**config.mk**
```make
export PLATFORM = sky130hd
export DESIGN_NAME = bmpm_top
export DESIGN_NICKNAME = d
export VERILOG_FILES = /design/src/rtl/bmpm_timebase.v /design/src/rtl/bmpm_top.v
export VERILOG_INCLUDE_DIRS = /design/src /design/src/rtl
export SDC_FILE = /design/constraint.sdc
export NUM_CORES = 1
export LEC_CHECK = 0
export ABC_AREA = 1
export BUFFER_PORTS_ARGS = -buffer_cell sky130_fd_sc_hd__buf_2
export CORE_ASPECT_RATIO = 0.75
export CORE_UTILIZATION = 40
export CTS_CLUSTER_SIZE = 40
export DETAILED_ROUTE_END_ITERATION = 6
export SLEW_MARGIN = 20
export SYNTH_ARGS = -nofsm -noshare
export SYNTH_HDL_FRONTEND = slang
export SYNTH_HIERARCHICAL = 1
export SYNTH_SLANG_ARGS = --single-unit
```
**constraint.sdc**
```tcl
create_clock -name mclk -period 11.5 [get_ports mclk]
set_clock_uncertainty 0.15 [all_clocks]
set_input_delay 1.725 -clock mclk [delete_from_list [all_inputs] [get_ports mclk]]
set_output_delay 1.725 -clock mclk [all_outputs]
set_load 0.05 [all_outputs]
```
**src/rtl/bmpm_defs.vh**
```
// constants for the battery monitor power-mode sequencer
`ifndef BMPM_DEFS_VH
`define BMPM_DEFS_VH

// clock and timebase
`define BMPM_CLK_MHZ 125
`define BMPM_TICK_US 1000
`define BMPM_SEC_MS 1000
`define BMPM_RST_LONG_MS 10'd1000

// measurement schedule, in ms ticks, loop counts and seconds
`define BMPM_CUR_MS 2'd3
`define BMPM_VOLT_MIN 8'd10
`define BMPM_SLEEP_SAMP_MS 4'd12
`define BMPM_DS_WAKE_MS 9'd250
`define BMPM_DS_LOOP_MS 9'd30
`define BMPM_MIN_SEC 6'd60

// register byte offsets
`define BMPM_REG_CMD 8'h00
`define BMPM_REG_CFG 8'h04
`define BMPM_REG_THR 8'h08
`define BMPM_REG_TIM0 8'h0c
`define BMPM_REG_TIM1 8'h10
`define BMPM_REG_STAT 8'h14

// command bits
`define BMPM_CMD_ALLOW 0
`define BMPM_CMD_DISALLOW 1
`define BMPM_CMD_DEEP 2
`define BMPM_CMD_EXIT 3
`define BMPM_CMD_SHUT 4
`define BMPM_CMD_WAKE 5

// configuration bits
`define BMPM_CFG_AUXKEEP 0
`define BMPM_CFG_STACKSD 1
`define BMPM_CFG_CELLSD 2
`define BMPM_CFG_TEMPSD 3
`define BMPM_CFG_DIEOT 4
`define BMPM_CFG_ICMASK 12:8

// reset values
`define BMPM_CFG_RST 32'h0000_0000
`define BMPM_THR_RST 32'h0040_0010
`define BMPM_TIM0_RST 32'h0a05_0205
`define BMPM_TIM1_RST 32'h0000_0a05

// bus answers
`define BMPM_RESP_OKAY 2'h0
`define BMPM_RESP_SLVERR 2'h2

// power modes as reported
`define BMPM_MODE_NORMAL 2'h0
`define BMPM_MODE_SLEEP 2'h1
`define BMPM_MODE_DEEP 2'h2
`define BMPM_MODE_SHUT 2'h3

`endif

```
**src/rtl/bmpm_timebase.v**
```verilog
// slow-oscillator timebase: millisecond and one-second ticks
`timescale 1ns/1ps
`include "bmpm_defs.vh"

module bmpm_timebase #(
	parameter MS_CYCLES = `BMPM_TICK_US * `BMPM_CLK_MHZ
) (
	// clock and reset
	input wire mclk,
	input wire rst_s_n,
	// ticks
	output reg ms_tick,
	output reg sec_tick
);

reg [16:0] div;
reg [9:0] ms_cnt;

always @(posedge mclk or negedge rst_s_n) begin
	if (!rst_s_n) begin
		div <= 17'h0;
		ms_cnt <= 10'h0;
		ms_tick <= 1'b0;
		sec_tick <= 1'b0;
	end else begin
		ms_tick <= 1'b0;
		sec_tick <= 1'b0;
		if (div == MS_CYCLES[16:0] - 17'h1) begin
			div <= 17'h0;
			ms_tick <= 1'b1;
			// the second tick always lands on a millisecond tick
			if (ms_cnt == `BMPM_SEC_MS - 10'h1) begin
				ms_cnt <= 10'h0;
				sec_tick <= 1'b1;
			end else begin
				ms_cnt <= ms_cnt + 10'h1;
			end
		end else begin
			div <= div + 17'h1;
		end
	end
end

endmodule

```
**src/rtl/bmpm_top.v**
```verilog
// power-mode sequencer of a battery monitor with an axi4-lite slave
`timescale 1ns/1ps
`include "bmpm_defs.vh"

module bmpm_top #(
	parameter MS_CYCLES = `BMPM_TICK_US * `BMPM_CLK_MHZ
) (
	// clock and reset
	input wire mclk,
	input wire rst_n,
	// axi4-lite write
	input wire [7:0] s_axi_awaddr,
	input wire s_axi_awvalid,
	output wire s_axi_awready,
	input wire [31:0] s_axi_wdata,
	input wire [3:0] s_axi_wstrb,
	input wire s_axi_wvalid,
	output wire s_axi_wready,
	output reg [1:0] s_axi_bresp,
	output reg s_axi_bvalid,
	input wire s_axi_bready,
	// axi4-lite read
	input wire [7:0] s_axi_araddr,
	input wire s_axi_arvalid,
	output wire s_axi_arready,
	output reg [31:0] s_axi_rdata,
	output reg [1:0] s_axi_rresp,
	output reg s_axi_rvalid,
	input wire s_axi_rready,
	// pins and analog comparators
	input wire rst_shut_pin,
	input wire wake_sense_pin,
	input wire load_detect_above_wake,
	input wire battery_below_por,
	input wire prot_fault,
	input wire charger_detect,
	input wire stack_below_sd,
	input wire [4:0] cell_below_sd,
	input wire int_temp_high,
	input wire die_overtemp,
	input wire mem_error,
	input wire pack_above_stack_delta,
	input wire stack_below_pack_thr,
	// filter magnitudes
	input wire [15:0] accumulating_current_filter,
	input wire [15:0] fast_current_filter,
	// protection requests and boot memory
	input wire [3:0] switch_request,
	input wire otp_written,
	input wire otp_sleep_en,
	input wire otp_storage_en,
	input wire [7:0] otp_storage_min,
	// mode and measurement control
	output reg [1:0] mode,
	output reg meas_current,
	output reg meas_voltage,
	output reg meas_temp,
	output reg sleep_current_sample,
	output reg comparator_prot_en,
	output reg adc_prot_en,
	output reg slow_oscillator_fast,
	output reg auxiliary_regulator_en,
	output reg power_down,
	output reg boot_load_otp,
	output reg boot_defaults,
	output reg watchdog_reset,
	output reg digital_reset,
	// protection switches
	output wire charge_switch,
	output wire precharge_switch,
	output wire discharge_switch,
	output wire predischarge_switch
);

localparam ST_NORMAL = 3'd0;
localparam ST_SLEEP = 3'd1;
localparam ST_DEEP = 3'd2;
localparam ST_SHUT = 3'd3;
localparam ST_DSEXIT = 3'd4;
localparam ST_SDSEQ = 3'd5;
localparam ST_BOOT = 3'd6;

reg rst_m, rst_s_n;
wire ms_tick, sec_tick;
reg [2:0] state;
reg [31:0] cfg, thr, tim0, tim1;
reg sleep_allowed, data_fresh, loop_hold, sw_off;
reg p_allow, p_dis, p_deep, p_exit, p_sd, p_wake;
reg rst_long, rst_short, rst_d;
reg [9:0] rst_ms;
reg [1:0] c3;
reg [7:0] vcnt, ivl_s, hyst_s, sd_s, temp_s, mem_s, stor_min;
reg [3:0] c12;
reg [8:0] dx_ms;
reg [5:0] stor_sec;
reg hyst_run, mem_win, stor_arm, ld_d;
reg [3:0] sw;
reg [31:0] rd_val;

//------------------------------------------------------------
// reset release and timebase
//------------------------------------------------------------
always @(posedge mclk or negedge rst_n) begin
	if (!rst_n) begin
		rst_m <= 1'b0;
		rst_s_n <= 1'b0;
	end else begin
		rst_m <= 1'b1;
		rst_s_n <= rst_m;
	end
end

bmpm_timebase #(.MS_CYCLES(MS_CYCLES)) u_tb (
	.mclk(mclk),
	.rst_s_n(rst_s_n),
	.ms_tick(ms_tick),
	.sec_tick(sec_tick)
);

//------------------------------------------------------------
// register bus
//------------------------------------------------------------
function [31:0] merge;
	input [31:0] old;
	input [31:0] nw;
	input [3:0] be;
	integer b;
	begin
		merge = old;
		for (b = 0; b < 4; b = b + 1)
			if (be[b])
				merge[b*8 +: 8] = nw[b*8 +: 8];
	end
endfunction

wire in_shut = (state == ST_SHUT);
wire wr_go = s_axi_awvalid & s_axi_wvalid & ~s_axi_bvalid;
wire rd_go = s_axi_arvalid & ~s_axi_rvalid;
wire wr_ok = wr_go & ~in_shut;
wire cmd_wr = wr_ok & (s_axi_awaddr == `BMPM_REG_CMD) & s_axi_wstrb[0];
wire [7:0] cmd = cmd_wr ? s_axi_wdata[7:0] : 8'h00;
wire wr_hit = (s_axi_awaddr == `BMPM_REG_CMD) |
	(s_axi_awaddr == `BMPM_REG_CFG) | (s_axi_awaddr == `BMPM_REG_THR) |
	(s_axi_awaddr == `BMPM_REG_TIM0) | (s_axi_awaddr == `BMPM_REG_TIM1);

assign s_axi_awready = wr_go;
assign s_axi_wready = wr_go;
assign s_axi_arready = rd_go;

always @(posedge mclk or negedge rst_s_n) begin
	if (!rst_s_n) begin
		cfg <= `BMPM_CFG_RST;
		thr <= `BMPM_THR_RST;
		tim0 <= `BMPM_TIM0_RST;
		tim1 <= `BMPM_TIM1_RST;
	end else if (in_shut) begin
		cfg <= `BMPM_CFG_RST;
		thr <= `BMPM_THR_RST;
		tim0 <= `BMPM_TIM0_RST;
		tim1 <= `BMPM_TIM1_RST;
	end else if (wr_ok) begin
		case (s_axi_awaddr)
		`BMPM_REG_CFG: cfg <= merge(cfg, s_axi_wdata, s_axi_wstrb);
		`BMPM_REG_THR: thr <= merge(thr, s_axi_wdata, s_axi_wstrb);
		`BMPM_REG_TIM0: tim0 <= merge(tim0, s_axi_wdata, s_axi_wstrb);
		`BMPM_REG_TIM1: tim1 <= merge(tim1, s_axi_wdata, s_axi_wstrb);
		default: ;
		endcase
	end
end

always @* begin
	case (s_axi_araddr)
	`BMPM_REG_CMD: rd_val = 32'h0;
	`BMPM_REG_CFG: rd_val = cfg;
	`BMPM_REG_THR: rd_val = thr;
	`BMPM_REG_TIM0: rd_val = tim0;
	`BMPM_REG_TIM1: rd_val = tim1;
	`BMPM_REG_STAT: rd_val = {20'h0, sw, 2'h0, (state == ST_SDSEQ),
		data_fresh, (state == ST_SLEEP), sleep_allowed, mode};
	default: rd_val = 32'h0;
	endcase
end

always @(posedge mclk or negedge rst_s_n) begin
	if (!rst_s_n) begin
		s_axi_bvalid <= 1'b0;
		s_axi_bresp <= `BMPM_RESP_OKAY;
		s_axi_rvalid <= 1'b0;
		s_axi_rresp <= `BMPM_RESP_OKAY;
		s_axi_rdata <= 32'h0;
	end else begin
		if (wr_go) begin
			s_axi_bvalid <= 1'b1;
			s_axi_bresp <= (wr_hit & ~in_shut) ? `BMPM_RESP_OKAY :
				`BMPM_RESP_SLVERR;
		end else if (s_axi_bready) begin
			s_axi_bvalid <= 1'b0;
		end
		if (rd_go) begin
			s_axi_rvalid <= 1'b1;
			s_axi_rdata <= in_shut ? 32'h0 : rd_val;
			s_axi_rresp <= (in_shut | (s_axi_araddr > `BMPM_REG_STAT) |
				(s_axi_araddr[1:0] != 2'h0)) ?
				`BMPM_RESP_SLVERR : `BMPM_RESP_OKAY;
		end else if (s_axi_rready) begin
			s_axi_rvalid <= 1'b0;
		end
	end
end

//------------------------------------------------------------
// condition decode
//------------------------------------------------------------
wire [15:0] relax_thr = thr[15:0];
wire [15:0] wake_thr = thr[31:16];
wire cell_low = |(cell_below_sd & ~cfg[`BMPM_CFG_ICMASK]);
wire active = (state == ST_NORMAL) | (state == ST_SLEEP);
wire temp_fire = cfg[`BMPM_CFG_TEMPSD] & (temp_s >= tim0[23:16]) &
	int_temp_high & active;
wire stor_fire = stor_arm & (stor_min >= otp_storage_min);
wire mem_shut = mem_error & mem_win;
wire sd_req = p_sd | rst_long | temp_fire | stor_fire | mem_shut |
	(cfg[`BMPM_CFG_STACKSD] & stack_below_sd) |
	(cfg[`BMPM_CFG_CELLSD] & cell_low) |
	(cfg[`BMPM_CFG_DIEOT] & die_overtemp);
wire volt_due = (vcnt + 8'h1 >= ((tim1[15:8] < `BMPM_VOLT_MIN) ?
	`BMPM_VOLT_MIN : tim1[15:8]));
wire sched = (state == ST_NORMAL) | (state == ST_DSEXIT);

//------------------------------------------------------------
// reset/shutdown pin timing
//------------------------------------------------------------
always @(posedge mclk or negedge rst_s_n) begin
	if (!rst_s_n) begin
		rst_ms <= 10'h0;
		rst_long <= 1'b0;
		rst_short <= 1'b0;
		rst_d <= 1'b0;
		digital_reset <= 1'b0;
	end else begin
		rst_d <= rst_shut_pin;
		digital_reset <= rst_shut_pin;
		if (!rst_shut_pin) begin
			rst_ms <= 10'h0;
			rst_long <= 1'b0;
		end else if (ms_tick & ~rst_long) begin
			rst_ms <= rst_ms + 10'h1;
			rst_long <= (rst_ms + 10'h1 >= `BMPM_RST_LONG_MS);
		end
		// a release before the long limit is a short press, kept to a tick
		if (rst_d & ~rst_shut_pin & ~rst_long)
			rst_short <= 1'b1;
		else if (ms_tick)
			rst_short <= 1'b0;
	end
end

//------------------------------------------------------------
// mode sequencer
//------------------------------------------------------------
always @(posedge mclk or negedge rst_s_n) begin
	if (!rst_s_n) begin
		state <= ST_BOOT;
		sleep_allowed <= 1'b0;
		{p_allow, p_dis, p_deep, p_exit, p_sd, p_wake} <= 6'h0;
		{data_fresh, loop_hold, sw_off, hyst_run} <= 4'h0;
		{mem_win, stor_arm, ld_d, watchdog_reset} <= 4'h0;
		{boot_load_otp, boot_defaults} <= 2'h0;
		{meas_current, meas_voltage, meas_temp} <= 3'h0;
		sleep_current_sample <= 1'b0;
		c3 <= 2'h0;
		c12 <= 4'h0;
		dx_ms <= 9'h0;
		stor_sec <= 6'h0;
		{vcnt, ivl_s, hyst_s, sd_s, temp_s, mem_s, stor_min} <= 56'h0;
	end else begin
		{meas_current, meas_voltage, meas_temp} <= 3'h0;
		sleep_current_sample <= 1'b0;
		{boot_load_otp, boot_defaults, watchdog_reset} <= 3'h0;
		// commands wait for the next tick; a new one beats the consume
		p_allow <= (p_allow & ~ms_tick) | cmd[`BMPM_CMD_ALLOW];
		p_dis <= (p_dis & ~ms_tick) | cmd[`BMPM_CMD_DISALLOW];
		p_deep <= (p_deep & ~ms_tick) | cmd[`BMPM_CMD_DEEP];
		p_exit <= (p_exit & ~ms_tick) | cmd[`BMPM_CMD_EXIT];
		p_sd <= (p_sd & ~ms_tick) | cmd[`BMPM_CMD_SHUT];
		p_wake <= (p_wake & ~ms_tick) | cmd[`BMPM_CMD_WAKE];
		if (cmd_wr)
			stor_arm <= 1'b0; // a command write marks the wake intended
		if (ms_tick) begin
			ld_d <= load_detect_above_wake;
			c3 <= (c3 == `BMPM_CUR_MS - 2'h1) ? 2'h0 : c3 + 2'h1;
			c12 <= (c12 == `BMPM_SLEEP_SAMP_MS - 4'h1) ? 4'h0 : c12 + 4'h1;
			if (sec_tick) begin
				loop_hold <= 1'b0;
				if (hyst_run) begin
					hyst_s <= hyst_s + 8'h1;
					hyst_run <= (hyst_s + 8'h1 < tim0[7:0]);
				end
				if (int_temp_high & active)
					temp_s <= temp_s + ((temp_s == 8'hff) ? 8'h0 : 8'h1);
				if (mem_win) begin
					mem_s <= mem_s + 8'h1;
					mem_win <= (mem_s + 8'h1 < tim0[31:24]);
				end
				if (stor_arm) begin
					stor_sec <= (stor_sec == `BMPM_MIN_SEC - 6'h1) ?
						6'h0 : stor_sec + 6'h1;
					if (stor_sec == `BMPM_MIN_SEC - 6'h1)
						stor_min <= stor_min + 8'h1;
				end
			end
			if (!(int_temp_high & active))
				temp_s <= 8'h0;
			if (mem_error & ~mem_win) begin
				watchdog_reset <= 1'b1;
				mem_win <= 1'b1;
				mem_s <= 8'h0;
			end
			if (state != ST_DEEP && state != ST_SHUT) begin
				if (p_allow) sleep_allowed <= 1'b1;
				if (p_dis) sleep_allowed <= 1'b0;
			end
			// full-rate measurement loop
			if (sched & ~loop_hold & (c3 == 2'h0)) begin
				meas_current <= 1'b1;
				data_fresh <= 1'b1;
				vcnt <= volt_due ? 8'h0 : vcnt + 8'h1;
				meas_voltage <= volt_due;
				meas_temp <= volt_due;
			end
			case (state)
			ST_BOOT: begin
				boot_load_otp <= otp_written;
				boot_defaults <= ~otp_written;
				sleep_allowed <= otp_sleep_en;
				stor_arm <= otp_storage_en;
				{stor_sec, stor_min} <= 14'h0;
				{sw_off, hyst_run, data_fresh} <= 3'h0;
				state <= ST_NORMAL;
			end
			ST_NORMAL: begin
				if (sd_req) begin
					state <= ST_SDSEQ;
					sd_s <= 8'h0;
				end else if (p_deep) begin
					state <= ST_DEEP;
					data_fresh <= 1'b0;
				end else if ((accumulating_current_filter < relax_thr) &
					sleep_allowed & ~hyst_run) begin
					state <= ST_SLEEP;
					ivl_s <= 8'h0;
				end
			end
			ST_SLEEP: begin
				if (c12 == 4'h0)
					sleep_current_sample <= 1'b1;
				if (sec_tick) begin
					ivl_s <= (ivl_s + 8'h1 >= tim1[7:0]) ? 8'h0 : ivl_s + 8'h1;
					if (ivl_s + 8'h1 >= tim1[7:0]) begin
						{meas_current, meas_voltage, meas_temp} <= 3'h7;
						data_fresh <= 1'b1;
					end
				end
				if (sd_req) begin
					state <= ST_SDSEQ;
					sd_s <= 8'h0;
				end else if ((c12 == 4'h0) &
					(fast_current_filter > wake_thr)) begin
					state <= ST_NORMAL;
					loop_hold <= 1'b1;
					hyst_run <= 1'b1;
					hyst_s <= 8'h0;
				end else if (prot_fault | charger_detect | p_wake |
					rst_short | (sec_tick & (ivl_s + 8'h1 >= tim1[7:0]) &
					((accumulating_current_filter > wake_thr) |
					(pack_above_stack_delta & stack_below_pack_thr)))) begin
					state <= ST_NORMAL;
					hyst_run <= 1'b1;
					hyst_s <= 8'h0;
				end
			end
			ST_DEEP: begin
				data_fresh <= 1'b0;
				if (battery_below_por)
					state <= ST_SHUT;
				else if (rst_long) begin
					state <= ST_SDSEQ;
					sd_s <= 8'h0;
				end else if (p_exit | rst_short |
					(load_detect_above_wake & ~ld_d)) begin
					state <= ST_DSEXIT;
					dx_ms <= 9'h0;
				end
			end
			ST_DSEXIT: begin
				if (dx_ms < `BMPM_DS_WAKE_MS + `BMPM_DS_LOOP_MS)
					dx_ms <= dx_ms + 9'h1;
				else if (!prot_fault)
					state <= ST_NORMAL;
			end
			ST_SDSEQ: begin
				if (sec_tick & (sd_s < tim0[15:8]))
					sd_s <= sd_s + 8'h1;
				if (sd_s >= tim0[15:8]) begin
					sw_off <= 1'b1;
					if (!load_detect_above_wake)
						state <= ST_SHUT;
				end
			end
			ST_SHUT: begin
				mem_win <= 1'b0;
				sw_off <= 1'b0;
				if (!wake_sense_pin | load_detect_above_wake)
					state <= ST_BOOT;
			end
			default: state <= ST_BOOT;
			endcase
		end
	end
end

//------------------------------------------------------------
// mode outputs and switches
//------------------------------------------------------------
wire sw_allow = ((state == ST_NORMAL) | (state == ST_SLEEP) |
	(state == ST_SDSEQ)) & ~sw_off;

always @(posedge mclk or negedge rst_s_n) begin
	if (!rst_s_n) begin
		mode <= `BMPM_MODE_SHUT;
		comparator_prot_en <= 1'b0;
		adc_prot_en <= 1'b0;
		slow_oscillator_fast <= 1'b0;
		auxiliary_regulator_en <= 1'b0;
		power_down <= 1'b0;
	end else begin
		case (state)
		ST_NORMAL, ST_SDSEQ: mode <= `BMPM_MODE_NORMAL;
		ST_SLEEP: mode <= `BMPM_MODE_SLEEP;
		ST_DEEP, ST_DSEXIT: mode <= `BMPM_MODE_DEEP;
		default: mode <= `BMPM_MODE_SHUT;
		endcase
		comparator_prot_en <= active | (state == ST_SDSEQ);
		adc_prot_en <= sched | active;
		slow_oscillator_fast <= sched | (state == ST_SDSEQ);
		auxiliary_regulator_en <= (state == ST_DEEP) ?
			cfg[`BMPM_CFG_AUXKEEP] : ~in_shut & (state != ST_BOOT);
		power_down <= in_shut;
	end
end

genvar gi;
generate
	for (gi = 0; gi < 4; gi = gi + 1) begin : g_sw
		always @(posedge mclk or negedge rst_s_n) begin
			if (!rst_s_n)
				sw[gi] <= 1'b0;
			else if (!rst_shut_pin | ~sw_allow)
				sw[gi] <= sw_allow & switch_request[gi];
		end
	end
endgenerate

assign charge_switch = sw[0];
assign precharge_switch = sw[1];
assign discharge_switch = sw[2];
assign predischarge_switch = sw[3];

endmodule

```
# [After elaboration in Yosys (flattened, before gate mapping)]
# Cells that the tools add are included.
[word_totals] register_bits=321 out_inout_bits=60 elab_cells=444
[classes] add_sub_neg=14 order_cmp=15 eq_ne=45 n_mux=141 bitwise=90 reduce_logical=66
[op_table] op="32-bit 2-to-1 mux" count=13
[op_table] op="8-bit 2-to-1 mux" count=30
[op_table] op="32-bit one-hot mux with 5 select lines" count=1
[op_table] op="3-bit AND reduction" count=20
[op_table] op="1-bit 2-to-1 mux" count=58
[op_table] op="8-bit by 1-bit adder with 8-bit output (second input constant)" count=6
[op_table] op="2-bit nonzero test" count=22
[op_table] op="1-bit AND" count=42
[op_table] op="3-bit 2-to-1 mux" count=14
[op_table] op="8-bit greater-or-equal comparator" count=5
[op_table] op="9-bit 2-to-1 mux" count=4
[op_table] op="1-bit OR" count=33
[op_table] op="8-bit by 4-bit == test with 1-bit output (second input constant)" count=4
[op_table] op="16-bit greater-than comparator" count=2
[op_table] op="10-bit 2-to-1 mux" count=3
[op_table] op="6-bit 2-to-1 mux" count=5
[op_table] op="8-bit by 5-bit == test with 1-bit output (second input constant)" count=3
[op_table] op="8-bit less-than comparator" count=3
[op_table] op="8-bit one-hot mux with 3 select lines" count=1
[op_table] op="2-bit inequality test (second input constant)" count=11
[op_table] op="3-bit one-hot mux with 7 select lines" count=1
[op_table] op="10-bit by 1-bit adder with 10-bit output (second input constant)" count=2
[op_table] op="9-bit one-hot mux with 2 select lines" count=1
[op_table] op="6-bit AND reduction" count=3
[op_table] op="48 further kinds" count=84

# [Longest topological paths before layout]
# Gate-level depths: netlist of the first run.
[logic_depth] word_depth=12 mapped_depth=19

# [Modules after synthesis]
# The synthesis of the first run kept the hierarchy.
[by_module_without_submodules] mod="bmpm_top" instances=1 cells_per_inst=1974 area_each_um2=16016.6 seq_area_each_um2=7278.2
[by_module_without_submodules] mod="bmpm_timebase" instances=1 cells_per_inst=224 area_each_um2=1701.6 seq_area_each_um2=725.7

# [Worst setup path before layout of the first run]
# Ideal clock, no wire load.
[synth_timing] kind="input -> output" startpoint="in s_axi_awvalid" endpoint="out s_axi_wready" t_arrival_ns=2.534 setup_slack_ns=7.091 path_stages=3 path_buffers=1 path_cell_list="nand3_1 -> inv_1 -> buf_4"
[synth_via] elab_chain_len=2
[synth_rtl] item="from (decl)" line="bmpm_top.v:13" text="input wire s_axi_awvalid,"
[synth_rtl] item="1-bit AND (2 in a row)" line="bmpm_top.v:137" text="wire wr_go = s_axi_awvalid & s_axi_wvalid & ~s_axi_bvalid;"
[synth_rtl] item="to (decl)" line="bmpm_top.v:18" text="output wire s_axi_wready,"
# Every way passes these cells.

# [Final worst setup path of the first run]
[layout_timing] startpoint="in s_axi_arvalid" endpoint="out s_axi_arready"
[layout_via] elab_chain_len=1
[layout_rtl] item="from (decl)" line="bmpm_top.v:24" text="input wire s_axi_arvalid,"
[layout_rtl] item="1-bit AND" line="bmpm_top.v:138" text="wire rd_go = s_axi_arvalid & ~s_axi_rvalid;"
[layout_rtl] item="to (decl)" line="bmpm_top.v:25" text="output wire s_axi_arready,"
# Every way passes these cells.

==> out/metrics.yaml, run 1 <==
status: "finished clean"
grt.overflow.total: 0
grt_max_degree: 180
layout_common_cells: "nand2_1 (490), inv_1 (316), dfrtp_1 (301)"
crit_path_frequent_cell: "buf_2"
critPathBufInv: 4
instances_no_fill: 2983
tightest_slew_ps: 1090
yosysUniqueCellTypes: 52
fin_crit_sh_pct: 39.1
drc: 0
synthArstFlopShare_pct: 100
wirelength_mm: 53.0
cts_tree: "built"
clock_sinks: 319
worst_slack_ps: 7000
crit_path_cell_trace: "buf_2 > nand2_1 > buf_4 > inv_1 > buf_2"
dpl.hpwl_mm: 39.2
post_cts_resized: 0
worstSetupEndpointType: "primary output"
drtIter0Drc: 1395
wire_per_inst_um: 17.8
post-route-util_pct: 47.0
ir_worst_vdd_uv: 77.2
grt_pass1_wl_mm: 83.6
n_antenna_cell: 0
clk-insertion-delay-late_ps: 540
crit_path_max_fanout: 35
ys.flop_type: "dfrtp_1"
place_congestion: 0.905
cp_slowest_cell: "buf_4"
rsz0062_at_grt: "false"
drt_pre_antenna_iters: 6
p_leak_nw: 10.5
start_util_pct: 40.7
synth_edf_count: 0
ios: 183
die_w_um: 245
crit_family: "buffers and inverters"
path_clk_slew_ps: 60
die_height_um: 184
dp_slack_ps: 6960
final_common_cell: "nand2_1"
slew_violations: 0
nets: 2618
ys_warn_count: 6
ys_seq_area_share_pct: 45.2
critPathMaxStageDelay_ps: 410
grt_use_total_pct: 23.8
antenna_found_initial: 0
slew_headroom_pct: 27.5
ctsHoldBuffers: 0
cts_buffers: 36
avgSynthCellArea_sq_um: 8.06
final-setup-viol-count: 0
fp.dieArea_sq_um: 45200
crit_required_ps: 9630
hold_viol_final: 0
worst-setup-path-type: "input pin to primary output"
post-place-cells: 2918
start_kind: "input pin"
synth_area_sq_um: 17700
syn2layout_area_growth_pct: 15.5
core_area_sq_um: 43500
vias_per_cell: 5.23
fmax_mhz: 222
layout-drive-gt1-share_pct: 13.6
hold_path_class: "flip-flop to flip-flop"
vias: 15600
maxCapViolCount: 0
num_rows: 66
post_cts_buffers: 0
total_power_mw: 2.49
ant_nets: 0
period_needed_ps: 4500
cts_buffer_depth: 3
cp.arrival_ps: 2620
p_per_area_nw_per_um2: 122
synth_seq_cells: 319
fin_tns_setup_ps: 0
grt_pass1_vias: 14900
htreeDepth: 2
netlist_instances: 2198
cts-root-buf: "clkbuf_16"
place.port_buffers: 180
[path summary, 6_finish.rpt]
| check | from | to | slack, ps | cells past startpoint |
|---|---|---|---|---|
| max reg2reg | ivl_s[0]$_DFFE_PN0P_ | data_fresh$_DFFE_PN0P_ | 8430 | 16 |
| max | s_axi_arvalid | s_axi_arready | 7000 | 5 |
| max in group asynchronous | rst_s_n$_DFF_PN0_ | watchdog_reset$_DFF_PN0_ | 8630 | 2 |
| min | rst_m$_DFF_PN0_ | rst_s_n$_DFF_PN0_ | 200 | 0 |
| min reg2reg | rst_m$_DFF_PN0_ | rst_s_n$_DFF_PN0_ | 200 | 0 |
| min in group asynchronous | rst_s_n$_DFF_PN0_ | cfg[14]$_DFFE_PN0P_ | 280 | 0 |
[worst register-to-register path, cell delays in order (launching register included)]
cell and delay [ps]:
dfrtp_1 430, ha_1 210, nand3_1 110, nand3b_1 190, xor2_1 150, inv_1 70, ha_1 270, nand2_1 60
nor2_1 160, nand4_1 100, nand3_1 160, nand2_1 70, inv_1 120, nand2_1 100, o21ai_0 440, nor2_1 80
a21oi_1 150
[cell usage after synthesis (13+ instances only)]
cell,instances,area share (%)
a21oi_1,93,2.6
a221oi_1,23,1.1
buf_2,13,0.37
clkbuf_1,23,0.49
dfrtp_1,302,43
dfstp_2,17,2.5
ha_1,117,8.3
inv_1,316,6.7
nand2_1,490,10
nand3_1,101,2.9
nand4_1,25,0.88
nor2_1,161,3.4
nor3_1,30,0.85
o21ai_0,249,7.0
o21ai_1,14,0.40
o22ai_1,45,1.6
xor2_1,35,1.7
[area by class of cell]
class	instances	area [sq um]
fillers	4311	23000
multi-input cells	1501	8270
flip-flops and latches	319	8010
inverters	329	1240
clock buffers	53	1100
repair buffers	191	1000
well taps	578	723
clock inverters	12	135
[report_power, final]
| group | total (mW) | leakage, nW | switching, mW | internal, mW |
|---|---|---|---|---|
| Clock | 1.20 | 0.596 | 0.491 | 0.710 |
| Sequential | 1.15 | 3.92 | 0.0113 | 1.14 |
| Combinational | 0.144 | 5.95 | 0.101 | 0.0434 |
[kinds of logic after synthesis]
kind of cell | synth area share [%]
other | 0.0424
flip-flops | 45.2
XOR/XNOR | 2.17
AO/OA/AOI/OAI | 15.1
buffers and inverters | 8.33
AND/OR/NAND/NOR | 20.8
multiplexers | 0.169
adder cells (fa/ha/maj) | 8.26
[registers in the layout, summed over array words and instances, names as in the netlist, 2 cells and up]
register,count
c12,4
c3,2
cfg,32
dx_ms,9
hyst_s,8
ivl_s,8
mem_s,8
mode,2
rst_ms,10
s_axi_rdata,32
sd_s,8
state,3
stor_min,8
stor_sec,6
temp_s,8
thr,32
tim0,32
tim1,32
u_tb/div,17
u_tb/ms_cnt,10
vcnt,8
[metal layers]
layer,wire length (um),track usage [%],vias up
met5,0,0,-
met4,1470,7.48,0
met3,3710,4.28,86
met2,23000,36.0,492
met1,24800,34.5,7412
li1,-,-,7609
[per-stage QoR]
step	hold WS, ps	instance area (sq um)
CTS	204	20400
finish	197	20500
floorplan	181	17700
detailed placement	191	19200
global placement	188	19200
global route	212	20500
No activity file was read; power rests on OpenSTA's default activity.
==> run 2: changes to the inputs <==
--- a/config.mk
+++ b/config.mk
@@ -6,7 +6,7 @@
 export SDC_FILE = /design/constraint.sdc
 export NUM_CORES = 1
 export LEC_CHECK = 0
-export ABC_AREA = 1
+export ABC_AREA = 0
 export BUFFER_PORTS_ARGS = -buffer_cell sky130_fd_sc_hd__buf_2
 export CORE_ASPECT_RATIO = 0.75
 export CORE_UTILIZATION = 40
==> constraint.sdc (replaced) <==
create_clock -name mclk -period 4.06 [get_ports mclk]
set_clock_uncertainty 0.15 [all_clocks]
set_input_delay 0.609 -clock mclk [delete_from_list [all_inputs] [get_ports mclk]]
set_output_delay 0.609 -clock mclk [all_outputs]
set_load 0.05 [all_outputs]
==> run 2 against run 1 <==
Via count shrank 7.2%. Worst hold slack lost 110 ps. Design area down 1.2%. Utilization is 0.59 points higher. Highest routed layer is now met5. Area after synthesis down 2.0%. Register-to-register slack got worse by 7700 ps. First-iteration DRC count down 35%. Routed wire length shrank 4.3%. Non-clock buffer count up 9. Clock power rose to 2.9 times the previous value.
==> out/metrics.yaml, run 2 <==
hold_viol_final: 0
p_seq_share_pct: 45.2
fin_crit_sh_pct: 82.2
worstSetupEndpointType: "flip-flop"
worst-setup-path-type: "flip-flop to flip-flop"
num_rows: 65
reg2reg_slack_ps: 720
min_to: "boot_defaults$_DFF_PN0_"
fmax_mhz: 300
dpl.hpwl_mm: 37.4
ant_nets: 0
status: "finished clean"
drc: 0
ios: 183
nets: 2271
maxCapViolCount: 0
ys_seq_area_share_pct: 46.1
cts_buffers: 36
synthArstFlopShare_pct: 100
drt_pre_antenna_iters: 5
place.port_buffers: 180
start_kind: "flip-flop"
ff_latch_area_sq_um: 8010
grt_pass1_wl_mm: 80.2
hold_path_class: "input pin to flip-flop"
clk-insertion-delay-late_ps: 540
syn2layout_area_growth_pct: 16.4
antenna_found_initial: 8
p_leak_nw: 9.39
clkPwrFrac_pct: 49.1
vias_per_cell: 5.50
post_cts_resized: 0
wirelength_mm: 50.7
layout-drive-gt1-share_pct: 16.0
final-setup-viol-count: 0
synth_edf_count: 0
ys.flop_type: "dfrtp_1"
fin_tns_setup_ps: 0
path_clk_slew_ps: 60
place_congestion: 0.904
synth_top_area_cell: "dfrtp_1"
vias: 14500
p_int_mw: 5.53
cts_tree: "built"
ir_worst_vdd_uv: 297
p_sw_share_pct: 23.1
synth.top_cell.area_share_pct: 43.5
drtIter0Drc: 902
synth_seq_cells: 319
yosysMostFrequentCell: "nand2_1"
p_sw_mw: 1.66
final_common_cell: "nand2_1"
crit_path_max_fanout: 6
post_cts_buffers: 0
wire_per_inst_um: 19.2
r2r_end: "state[2]$_DFFE_PN1P_"
rsz0062_at_grt: "false"
hold_start: "otp_written"
synth_area_sq_um: 17400
grt.overflow.total: 0
instances_no_fill: 2633
clock_sinks: 319
avgSynthCellArea_sq_um: 9.29
grt_pass1_vias: 14000
start_util_pct: 40.9
yosysUniqueCellTypes: 82
htreeDepth: 2
cts-root-buf: "clkbuf_16"
grt_use_total_pct: 23.2
whs_path_depth: 2
die_w_um: 243
p_per_area_nw_per_um2: 355
slew_violations: 0
crit_required_ps: 4380
r2r_cells: 9
ctsHoldBuffers: 1
cp.arrival_ps: 3660
ys_top_cells_by_count: "nand2_1 (311), dfrtp_1 (302), o21ai_0 (234)"
synth.area.top_cells: "dfrtp_1 (44%), ha_1 (8.4%), o21ai_0 (6.7%), nand2_1 (6.7%), inv_1 (2.6%)"
multiInputGateArea_sq_um: 8640
ys_warn_count: 6
slew_headroom_pct: 26.0
layout_common_cells: "nand2_1 (310), dfrtp_1 (301), o21ai_0 (234)"
grt_max_degree: 116
core_area_sq_um: 42500
cts_buffer_depth: 3
power_frac_comb_pct: 5.7
tightest_slew_ps: 1100
period_needed_ps: 3340
netlist_instances: 1869
fp.dieArea_sq_um: 44300
post-place-cells: 2561
num-fill-cells: 4050
rr_startpoint: "tim0[18]$_DFFE_PN1P_"
die_height_um: 182
[run 2: layout make-up]
class	count	share of cell area, %
multi-input combinational	1350	42.7
sequential	319	39.6
clock buffer	56	5.43
timing repair buffer	200	5.40
tap	569	3.52
inverter	124	2.30
clock inverter	10	0.935
antenna	5	0.0619
[run 2: power by group through the flow]
stage | Combinational, mW | Sequential [mW] | Clock, mW
after floorplan | 0.164 | 3.36 | 0
after global placement | 0.402 | 3.31 | 0
after detailed placement | 0.408 | 3.31 | 0
after CTS | 0.411 | 3.25 | 3.62
after global routing | 0.454 | 3.25 | 3.74
final | 0.407 | 3.25 | 3.53
[run 2: cell families (layout without fill, tap and decap cells)]
kind of cell / after synthesis / count (layout) / share of synthesized area [%]
fa+ha+maj: 117 / 117 / 8.43
compound gates: 495 / 495 / 18.3
buf+inv: 201 / 390 / 4.46
xor+xnor: 60 / 60 / 3.03
simple gates: 631 / 631 / 17.0
flops: 319 / 319 / 46.1
other cells: 2 / 8 / 0.0432
mux: 44 / 44 / 2.66
[run 2: worst max path at each step]
stage,startpoint,to,depth (start not counted)
3_5_place_dp,s_axi_awaddr[1],cfg[15]$_DFFE_PN0P_,8
4_1_cts,tim0[18]$_DFFE_PN1P_,state[2]$_DFFE_PN1P_,9
6_report,tim0[18]$_DFFE_PN1P_,state[2]$_DFFE_PN1P_,9
3_3_place_gp,state[0]$_DFFE_PN0P_,tim0[27]$_DFFE_PN1P_,8
5_1_grt,tim1[15]$_DFFE_PN0P_,meas_temp$_DFF_PN0_,10
2_1_floorplan,rst_s_n$_DFF_PN0_,adc_prot_en$_DFF_PN0_,0
[run 2: worst max-delay path: stages (launching register included)]
cell	delay (ps)
dfstp_2	530
inv_1	50
ha_1	300
a211oi_1	230
o21ai_0	110
a211oi_1	460
o2111ai_2	310
nor4_1	640
a311oi_1	170
mux2_4	330
[run 2: per-layer routing]
metal	track usage (%)	wire, um
met1	32.3	23100
met2	35.6	22800
met3	4.46	2950
met4	8.93	1810
met5	0	12
[run 2: metrics by stage]
step	hold WS [ps]	worst slack, ps	utilization, %	cell area, sq um	total power [mW]
final	91.6	722	47.6	20200	7.19
after CTS	63.9	740	47.5	20200	7.28
after global routing	69.8	480	47.6	20200	7.45
after detailed placement	137	734	44.5	18900	3.71
after floorplan	163	754	-	17400	3.53
after global placement	144	794	44.5	18900	3.71
